$ cat src/core/etdiv_params.svh
`ifndef ETDIV_PARAMS_SVH
`define ETDIV_PARAMS_SVH

// Register byte addresses
`define ETDIV_ADDR_DIV_HIGH 8'h00
`define ETDIV_ADDR_DIV_LOW 8'h04
`define ETDIV_ADDR_NV_HIGH 8'h08
`define ETDIV_ADDR_NV_LOW 8'h0C
`define ETDIV_ADDR_CONFIG 8'h10
`define ETDIV_ADDR_NV_ERASE 8'h14
`define ETDIV_ADDR_STATUS 8'h18
`define ETDIV_ADDR_TICKS 8'h1C
`define ETDIV_ADDR_W 8

// High byte layout: lock disable on top, divisor bits 10..8 at the bottom
`define ETDIV_HIGH_SECD_BIT 7
`define ETDIV_HIGH_DIV_MSB 2
`define ETDIV_DIV_W 11
`define ETDIV_DIV_HI_W 3

// Config, erase command and status bits
`define ETDIV_CFG_CLKSEL_BIT 0
`define ETDIV_ERASE_HIGH_BIT 0
`define ETDIV_ERASE_LOW_BIT 1
`define ETDIV_STAT_REFUSED_BIT 0
`define ETDIV_STAT_LOCKED_BIT 1
`define ETDIV_STAT_LATCH_BIT 2

// Values
`define ETDIV_NV_ERASED 8'hFF
`define ETDIV_CLKSEL_RESET 1'b0
`define ETDIV_TICKS_W 16
`define ETDIV_TIMEBASE_NS 35000

`endif

$ cat src/core/etdiv_pkg.sv
package etdiv_pkg;

  // Volatile or nonvolatile divisor image
  typedef struct packed {
    logic secd;
    logic [10:0] div;
  } etdiv_divisor_t;

  // Data-phase bookkeeping of one AHB transfer
  typedef struct packed {
    logic valid;
    logic write;
    logic [7:0] addr;
  } etdiv_dphase_t;

endpackage

$ cat src/core/etdiv_top.sv
// Operation
// - Divide the selected reference by the divisor to make a 35 us timebase.
// - Reference is oscillator clock or bus clock, picked by a config bit.
// - Reset copies nonvolatile divisor and lock bit into volatile registers.
// - Lock disable bit: one means lock off, zero means lock on.
// - While locked, writes to both volatile divisor registers are ignored.
// - While locked, erase and program of nonvolatile divisor bytes are blocked.
// - Divisor bits always readable; writable only with latch clear and lock off.
// - With lock off, nonvolatile bytes erase and program like EEPROM bytes.
// - Nonvolatile changes reach volatile registers only at the next reset.
// - A zero nonvolatile lock bit locks permanently after the next reset.
`timescale 1ns/1ps
`default_nettype none
`include "etdiv_params.svh"

module etdiv_top
  import etdiv_pkg::*;
#(
  parameter int DIV_W = `ETDIV_DIV_W,
  parameter int TICKS_W = `ETDIV_TICKS_W
) (
  // Clock and resets
  input wire logic clk,
  input wire logic rst,
  input wire logic nv_power_on,
  // AHB-Lite slave
  input wire logic hsel,
  input wire logic [31:0] haddr,
  input wire logic [1:0] htrans,
  input wire logic hwrite,
  input wire logic [2:0] hsize,
  input wire logic [31:0] hwdata,
  input wire logic hready,
  output logic [31:0] hrdata_ff,
  output logic hreadyout_ff,
  output logic hresp_ff,
  // Reference clock and EEPROM unit
  input wire logic oscillator_clock,
  input wire logic eeprom_latch_bit,
  output logic timebase_tick,
  output logic lock_active_ff
);

  ////////////////////////////////////////////////////////////////////////////
  // Oscillator synchroniser and reference select

  logic osc_meta_ff;
  logic osc_sync_ff;
  logic osc_prev_ff;
  logic nxt_osc_meta;
  logic nxt_osc_sync;
  logic nxt_osc_prev;
  logic clk_sel_ff;
  logic ref_tick;

  // Two flops before the pin is read, a third only for the edge
  always_comb begin
    nxt_osc_meta = oscillator_clock;
    nxt_osc_sync = osc_meta_ff;
    nxt_osc_prev = osc_sync_ff;
  end

  always_ff @(posedge clk) begin
    osc_meta_ff <= nxt_osc_meta;
    osc_sync_ff <= nxt_osc_sync;
    osc_prev_ff <= nxt_osc_prev;
  end

  always_comb begin
    // Bus clock gives a pulse every cycle, oscillator one per rising edge
    ref_tick = clk_sel_ff ? 1'b1 : (osc_sync_ff & ~osc_prev_ff);
  end

  ////////////////////////////////////////////////////////////////////////////
  // AHB-Lite front end

  etdiv_dphase_t dp_ff;
  etdiv_dphase_t nxt_dp;
  logic rd_wait_ff;
  logic nxt_rd_wait;
  logic nxt_hreadyout;
  logic nxt_hresp;
  logic [31:0] nxt_hrdata;
  logic accept;
  logic wr_now;
  logic [7:0] wr_byte;

  always_comb begin
    accept = hsel & htrans[1] & hready;
    wr_now = dp_ff.valid & dp_ff.write;
    wr_byte = hwdata[7:0];
  end

  ////////////////////////////////////////////////////////////////////////////
  // Register state

  etdiv_divisor_t vol_ff;
  etdiv_divisor_t nxt_vol;
  logic [7:0] nv_high_ff;
  logic [7:0] nxt_nv_high;
  logic [7:0] nv_low_ff;
  logic [7:0] nxt_nv_low;
  logic nxt_clk_sel;
  logic refused_ff;
  logic nxt_refused;
  logic [TICKS_W-1:0] ticks_ff;
  logic [TICKS_W-1:0] nxt_ticks;
  logic nxt_lock_active;
  logic vol_writable;
  logic nv_writable;
  logic refuse_evt;

  always_comb begin
    vol_writable = ~eeprom_latch_bit & vol_ff.secd;
    nv_writable = vol_ff.secd;
  end

  // Volatile divisor and lock bit
  always_comb begin
    nxt_vol = vol_ff;
    if (rst) begin
      nxt_vol.secd = nv_high_ff[`ETDIV_HIGH_SECD_BIT];
      nxt_vol.div = {nv_high_ff[`ETDIV_HIGH_DIV_MSB:0], nv_low_ff};
    end else if (wr_now && vol_writable) begin
      if (dp_ff.addr == `ETDIV_ADDR_DIV_HIGH) begin
        nxt_vol.secd = wr_byte[`ETDIV_HIGH_SECD_BIT];
        nxt_vol.div[DIV_W-1:8] = wr_byte[`ETDIV_HIGH_DIV_MSB:0];
      end else if (dp_ff.addr == `ETDIV_ADDR_DIV_LOW) begin
        nxt_vol.div[7:0] = wr_byte;
      end
    end
  end

  // Nonvolatile bytes: only power-on, erase and program change them
  always_comb begin
    nxt_nv_high = nv_high_ff;
    nxt_nv_low = nv_low_ff;
    if (nv_power_on) begin
      nxt_nv_high = `ETDIV_NV_ERASED;
      nxt_nv_low = `ETDIV_NV_ERASED;
    end else if (!rst && wr_now && nv_writable) begin
      if (dp_ff.addr == `ETDIV_ADDR_NV_HIGH) begin
        nxt_nv_high = nv_high_ff & wr_byte;
      end else if (dp_ff.addr == `ETDIV_ADDR_NV_LOW) begin
        nxt_nv_low = nv_low_ff & wr_byte;
      end else if (dp_ff.addr == `ETDIV_ADDR_NV_ERASE) begin
        if (wr_byte[`ETDIV_ERASE_HIGH_BIT]) begin
          nxt_nv_high = `ETDIV_NV_ERASED;
        end
        if (wr_byte[`ETDIV_ERASE_LOW_BIT]) begin
          nxt_nv_low = `ETDIV_NV_ERASED;
        end
      end
    end
  end

  // Refused-write detection
  always_comb begin
    refuse_evt = 1'b0;
    if (wr_now) begin
      // Only writes that the lock or the latch drops are flagged
      case (dp_ff.addr)
        `ETDIV_ADDR_DIV_HIGH, `ETDIV_ADDR_DIV_LOW: begin
          refuse_evt = ~vol_writable;
        end
        `ETDIV_ADDR_NV_HIGH, `ETDIV_ADDR_NV_LOW, `ETDIV_ADDR_NV_ERASE: begin
          refuse_evt = ~nv_writable;
        end
        default: begin
          refuse_evt = 1'b0;
        end
      endcase
    end
  end

  // Config, status and tick counter
  always_comb begin
    nxt_clk_sel = clk_sel_ff;
    nxt_refused = refused_ff;
    nxt_ticks = ticks_ff;
    nxt_lock_active = ~vol_ff.secd;
    if (rst) begin
      nxt_clk_sel = `ETDIV_CLKSEL_RESET;
      nxt_refused = 1'b0;
      nxt_ticks = '0;
      nxt_lock_active = 1'b0;
    end else begin
      if (wr_now && dp_ff.addr == `ETDIV_ADDR_CONFIG) begin
        nxt_clk_sel = wr_byte[`ETDIV_CFG_CLKSEL_BIT];
      end
      if (wr_now && dp_ff.addr == `ETDIV_ADDR_STATUS &&
          wr_byte[`ETDIV_STAT_REFUSED_BIT]) begin
        nxt_refused = 1'b0;
      end
      // Set wins over a clear in the same cycle
      if (refuse_evt) begin
        nxt_refused = 1'b1;
      end
      // Tick count wraps without notice
      if (timebase_tick) begin
        nxt_ticks = ticks_ff + 1'b1;
      end
    end
  end

  always_ff @(posedge clk) begin
    vol_ff <= nxt_vol;
    nv_high_ff <= nxt_nv_high;
    nv_low_ff <= nxt_nv_low;
    clk_sel_ff <= nxt_clk_sel;
    refused_ff <= nxt_refused;
    ticks_ff <= nxt_ticks;
    lock_active_ff <= nxt_lock_active;
  end

  ////////////////////////////////////////////////////////////////////////////
  // Bus sequencing: writes zero wait, reads one wait state

  function automatic logic [31:0] read_mux(input logic [7:0] addr);
    logic [31:0] d;
    d = '0;
    case (addr)
      `ETDIV_ADDR_DIV_HIGH: begin
        d[`ETDIV_HIGH_SECD_BIT] = vol_ff.secd;
        d[`ETDIV_HIGH_DIV_MSB:0] = vol_ff.div[DIV_W-1:8];
      end
      `ETDIV_ADDR_DIV_LOW: begin
        d[7:0] = vol_ff.div[7:0];
      end
      `ETDIV_ADDR_NV_HIGH: begin
        d[7:0] = nv_high_ff;
      end
      `ETDIV_ADDR_NV_LOW: begin
        d[7:0] = nv_low_ff;
      end
      `ETDIV_ADDR_CONFIG: begin
        d[`ETDIV_CFG_CLKSEL_BIT] = clk_sel_ff;
      end
      `ETDIV_ADDR_STATUS: begin
        d[`ETDIV_STAT_REFUSED_BIT] = refused_ff;
        d[`ETDIV_STAT_LOCKED_BIT] = ~vol_ff.secd;
        d[`ETDIV_STAT_LATCH_BIT] = eeprom_latch_bit;
      end
      `ETDIV_ADDR_TICKS: begin
        d[TICKS_W-1:0] = ticks_ff;
      end
      default: begin
        d = '0;
      end
    endcase
    return d;
  endfunction

  always_comb begin
    nxt_dp = dp_ff;
    nxt_rd_wait = 1'b0;
    nxt_hreadyout = 1'b1;
    // Every transfer answers OKAY
    nxt_hresp = 1'b0;
    nxt_hrdata = hrdata_ff;
    if (rst) begin
      nxt_dp = '0;
      nxt_hrdata = '0;
    end else if (rd_wait_ff) begin
      // Sample after any preceding write has landed
      nxt_hrdata = read_mux(dp_ff.addr);
      nxt_dp.valid = 1'b0;
    end else begin
      nxt_dp.valid = accept;
      nxt_dp.write = hwrite;
      nxt_dp.addr = haddr[`ETDIV_ADDR_W-1:0];
      if (accept && !hwrite) begin
        nxt_rd_wait = 1'b1;
        nxt_hreadyout = 1'b0;
      end
    end
  end

  always_ff @(posedge clk) begin
    dp_ff <= nxt_dp;
    rd_wait_ff <= nxt_rd_wait;
    hreadyout_ff <= nxt_hreadyout;
    hrdata_ff <= nxt_hrdata;
    hresp_ff <= nxt_hresp;
  end

  ////////////////////////////////////////////////////////////////////////////
  // Divider

  etdiv_counter #(
    .DIV_W(DIV_W)
  ) u_etdiv_counter (
    .clk(clk),
    .rst(rst),
    .ref_tick(ref_tick),
    .divisor(vol_ff.div),
    .tick_ff(timebase_tick)
  );

endmodule
`default_nettype wire

$ cat src/core/etdiv_counter.sv
`timescale 1ns/1ps
`default_nettype none
`include "etdiv_params.svh"

module etdiv_counter #(
  parameter int DIV_W = `ETDIV_DIV_W
) (
  // Clock and reset
  input wire logic clk,
  input wire logic rst,
  // Reference pulses and divisor
  input wire logic ref_tick,
  input wire logic [DIV_W-1:0] divisor,
  // Timebase
  output logic tick_ff
);

  logic [DIV_W-1:0] cnt_ff;
  logic [DIV_W-1:0] nxt_cnt;
  logic nxt_tick;

  always_comb begin
    nxt_cnt = cnt_ff;
    nxt_tick = 1'b0;
    if (rst) begin
      nxt_cnt = '0;
    end else if (divisor == '0) begin
      // Zero divisor holds the divider idle
      nxt_cnt = '0;
    end else if (ref_tick) begin
      if (cnt_ff + 1'b1 >= divisor) begin
        nxt_cnt = '0;
        nxt_tick = 1'b1;
      end else begin
        nxt_cnt = cnt_ff + 1'b1;
      end
    end
  end

  always_ff @(posedge clk) begin
    cnt_ff <= nxt_cnt;
    tick_ff <= nxt_tick;
  end

endmodule
`default_nettype wire

$ cat config.mk
export PLATFORM = sky130hd
export DESIGN_NAME = etdiv_top
export DESIGN_NICKNAME = d
export VERILOG_FILES = /design/src/core/etdiv_pkg.sv /design/src/core/etdiv_top.sv /design/src/core/etdiv_counter.sv
export VERILOG_INCLUDE_DIRS = /design/src /design/src/core
export SDC_FILE = /design/constraint.sdc
export NUM_CORES = 1
export LEC_CHECK = 0
export BUFFER_PORTS_ARGS = -buffer_cell sky130_fd_sc_hd__buf_2
export CAP_MARGIN = 5
export CORE_MARGIN = 4
export CORE_UTILIZATION = 48
export DETAILED_ROUTE_END_ITERATION = 12
export PLACE_DENSITY_LB_ADDON = 0.2
export SYNTH_ARGS = -nofsm -noshare
export SYNTH_HDL_FRONTEND = slang
export SYNTH_SLANG_ARGS = --single-unit
$ cat constraint.sdc
create_clock -name clk -period 2.3 [get_ports clk]
set_input_delay 0.345 -clock clk [delete_from_list [all_inputs] [get_ports clk]]
set_output_delay 0.345 -clock clk [all_outputs]
set_load 0.05 [all_outputs]
==> flow_summary.yaml <==
routing:
  route.detailed.drc: 0
  via_per_inst: 5.60
  via_count: 3843
  ant_nets: 0
  drt_iter0_markers: 233
  firstDrtPassIters: 7
  post_drt_wl_per_cell_um: 16.0
  drt_wl_total_um: 11000
worst_setup_path:
  end_kind: "register"
  critPathKind: "reg2reg"
  worstPathMaxFanout: 4
  reg2reg_slack_ns: -0.01
  critPathMaxStageDelay_ns: 0.36
  cp_cell_sequence: "ha_4, nand4_1, nor3_2, xnor2_1, inv_1, ha_4, nand2_1, o21ai_4, buf_12, nor3b_2, o221ai_2, o31ai_2"
  r2r-end: "u_etdiv_counter.cnt_ff[6]"
  timing.rr.start: "u_etdiv_counter.cnt_ff[0]"
  worst_ep_required_time_ns: 2.54
  cp-start-kind: "register"
  worstPathArrival_ns: 2.55
  cp_slowest_cell: "dfxtp_2"
  cpMostUsedCell: "ha_4"
  reg2regPathDepth: 12
timing:
  clock_skew_ns: 0.0105
  min_period_ns: 2.31
  slew_violations: 0
  fmax_mhz: 433
  setup_ws_ns: -0.00955
  setup_viol: 2
  hold_viol_final: 0
  maxSlewHeadroom_pct: 52.2
  period_share_pct: 100
  worst_slew_pin_slew_ns: 0.713
  rsz0062_at_grt: "true"
die:
  initial_core_util_pct: 50.3
  dieArea_um2: 10900
  io_pins: 113
  die_h_um: 104
  core_area_um2: 8850
  num_rows: 34
  die_x_um: 104
grt:
  top_usage_layer: "met2"
  met3_usage_pct: 3.97
  antenna_found_initial: 0
  grt_pass1_wl_um: 17800
  use_met2_pct: 32.5
  grt_pass1_vias: 3607
  grtUsageTotal_pct: 20.0
  grt_max_degree: 28
  met1_usage_pct: 27.1
  grt_overflow: 0
synth:
  synth_compound_area_share_pct: 13.8
  yosysWarnings: 0
  yosysSeqAreaShare_pct: 43.2
  synthFlopType: "dfxtp_1"
  syn-cell-area_um2: 4450
  async_flop_share_pct: 0
  synth_seq_cells: 90
  synthAdderAreaFrac_pct: 3.66
  synth_edf_count: 12
  synth_xor_area_share_pct: 3.94
  synth_area_per_cell_um2: 8.90
  ys_types: 56
  synthMuxAreaShare_pct: 6.27
  synthSimpleGateAreaFrac_pct: 21.7
  synth_cells: 500
  synth_top_family_by_area: "simple AND/OR/NAND/NOR gates"
cells_and_area:
  stdcell_area_um2: 5310
  syn2layout_area_growth_pct: 19.3
  fillers: 785
  utilization_pct: 60.0
  multi_input_area_um2: 2450
  diodes: 0
  nets: 663
  drive_gt1_share_pct: 25.3
  regArea_um2: 1930
min_path:
  hold_end: "nxt_osc_sync"
  hp-start: "oscillator_clock"
  worstHoldPathType: "in2reg"
  min_path_cells: 1
pwr:
  pwr-share-clk_pct: 33.7
  pwr-share-comb_pct: 10.1
  p_leak_nw: 2.16
  netSwitchingFraction_pct: 28.3
  ir_drop_mv: 0.346
  seqPwrFrac_pct: 56.1
  p_sw_mw: 0.836
  power.density_nw_per_um2: 556
  p_int_mw: 2.12
clocking:
  numCtsBuffers: 9
  clock_path_buffers: 2
  clk_latency_ns: 0.36
  hold_buffers: 0
  cts_tree: "yes"
  cts-root-buf: "clkbuf_8"
  path_clk_slew_ns: 0.09
  cts_htree_levels: 3
  cts.sinks: 90
outcome:
  status: "finished with violations"
  failed_checks: "setup timing"
flow_run:
  cap_violations: 0
placed_design:
  dpl_cell_area_um2: 4800
  hpwl_um: 7870
  routabilityCongestion: 0.914
  port_buffers: 43
  dp_worst_setup_slack_ns: -0.169
==> worst max-delay path by stage <==
stage / from / to / cells after the start
2_1_floorplan: u_etdiv_counter.cnt_ff[0] / u_etdiv_counter.cnt_ff[5] / 8
5_1_grt: u_etdiv_counter.cnt_ff[0] / u_etdiv_counter.cnt_ff[6] / 10
3_5_place_dp: u_etdiv_counter.cnt_ff[0] / u_etdiv_counter.cnt_ff[9] / 10
4_1_cts: u_etdiv_counter.cnt_ff[0] / u_etdiv_counter.cnt_ff[5] / 12
6_report: u_etdiv_counter.cnt_ff[0] / u_etdiv_counter.cnt_ff[6] / 12
3_3_place_gp: u_etdiv_counter.cnt_ff[0] / u_etdiv_counter.cnt_ff[9] / 10
==> worst max-delay path, delay by kind of cell (launching register included) <==
| family | cells | cell delay, ns |
|---|---|---|
| adder cells (fa/ha/maj) | 2 | 0.45 |
| AO/OA/AOI/OAI | 3 | 0.45 |
| flip-flops | 1 | 0.36 |
| buffers and inverters | 2 | 0.25 |
| XOR/XNOR | 1 | 0.17 |
| AND/OR/NAND/NOR | 4 | 0.53 |
==> layout by cell type (no fill, tap or decap), types with 17 or more instances in the layout <==
| cell | n |
|---|---|
| nand2_1 | 57 |
| a21oi_1 | 20 |
| mux2i_1 | 20 |
| nor2_1 | 43 |
| buf_2 | 43 |
| dfxtp_1 | 74 |
| inv_1 | 19 |
| conb_1 | 17 |
| buf_4 | 40 |
| o21ai_0 | 28 |
| nand3_1 | 19 |
==> registers in the layout, summed over array words and instances, names as in the netlist <==
name and flops:
u_etdiv_counter.cnt_ff 11, nv_writable 1, hreadyout_ff 1, refused_ff 1
nxt_osc_sync 1, vol_ff 11, u_etdiv_counter.tick_ff 1, nv_low_ff 8
rd_wait_ff 1, clk_sel_ff 1, osc_prev_ff 1, hrdata_ff 16
nxt_osc_prev 1, ticks_ff 16, lock_active_ff 1, nv_high_ff 8
dp_ff 10
==> power by group through the flow <==
stage / Clock (mW) / Combinational, mW / Sequential [mW]
5_1_grt: 1.10 / 0.325 / 1.66
6_report: 0.995 / 0.300 / 1.66
4_1_cts: 1.02 / 0.291 / 1.66
2_1_floorplan: 0 / 0.238 / 1.69
3_3_place_gp: 0 / 0.281 / 1.69
3_5_place_dp: 0 / 0.286 / 1.69
==> cells by family (layout without fill, tap and decap cells) <==
family / Yosys count / in the layout
buffers and inverters: 58 / 120
other: 1 / 17
multiplexers: 27 / 27
AO/OA/AOI/OAI: 99 / 99
AND/OR/NAND/NOR: 192 / 192
adder cells (fa/ha/maj): 13 / 13
flip-flops: 90 / 90
XOR/XNOR: 20 / 20
==> layer usage <==
metal,share of wire (%),vias to the layer above,wire [um]
met5,0,-,0
met4,1.1,0,122
met3,5.8,10,637
met2,48,105,5300
met1,45,1837,4930
li1,-,1891,-
==> final cells by class <==
type,instances,share of cell area (%)
well taps,108,2.55
clock buffers,9,2.33
multi-input cells,368,46.2
repair buffers,85,10.3
clock inverters,7,0.967
flip-flops and latches,90,36.3
inverters,19,1.34
==> cell usage after synthesis, types with 2 or more instances <==
| cell | n | area (um^2) |
|---|---|---|
| o22ai_1 | 6 | 37.5 |
| buf_6 | 2 | 22.5 |
| dfxtp_1 | 78 | 1560 |
| mux2_2 | 7 | 78.8 |
| nand4_1 | 12 | 75.1 |
| xor2_1 | 8 | 70.1 |
| mux2i_1 | 20 | 200 |
| ha_1 | 13 | 163 |
| nor4_1 | 7 | 43.8 |
| buf_4 | 17 | 128 |
| o211ai_1 | 4 | 30.0 |
| o31ai_1 | 4 | 30.0 |
| and3_1 | 2 | 12.5 |
| edfxtp_1 | 12 | 360 |
| a211oi_1 | 4 | 30.0 |
| or3_1 | 6 | 37.5 |
| nor2b_1 | 10 | 62.6 |
| a21oi_1 | 23 | 115 |
| clkbuf_1 | 17 | 63.8 |
| nand3_1 | 20 | 100 |
| nand2b_1 | 7 | 43.8 |
| nor2_1 | 44 | 165 |
| nand2_1 | 57 | 214 |
| a21o_1 | 2 | 15.0 |
| nor3b_1 | 3 | 22.5 |
| a22oi_1 | 8 | 60.1 |
| xnor2_1 | 12 | 105 |
| and2_1 | 2 | 12.5 |
| o21ai_0 | 32 | 160 |
| inv_1 | 19 | 71.3 |
| a22o_1 | 4 | 35.0 |
| clkbuf_8 | 3 | 41.3 |
| nor3_1 | 12 | 60.1 |
==> metrics by stage <==
step / hold slack [ns] / instances / power (mW) / TNS (ns)
floorplan: 0.310 / 516 / 1.92 / 0
global placement: 0.313 / 653 / 1.97 / -0.711
detailed placement: 0.319 / 653 / 1.98 / -1.03
CTS: 0.0730 / 682 / 2.96 / -0.00321
global route: 0.0640 / 686 / 3.09 / -0.973
finish: 0.0841 / 686 / 2.95 / -0.0108
==> timing repair <==
action                     in CTS  in global routing
buffers inserted               13                  4
gates resized for setup        16                 23
pin swaps                      12                 17
setup endpoints to repair      12                 13
No activity file was read; power rests on OpenSTA's default activity.
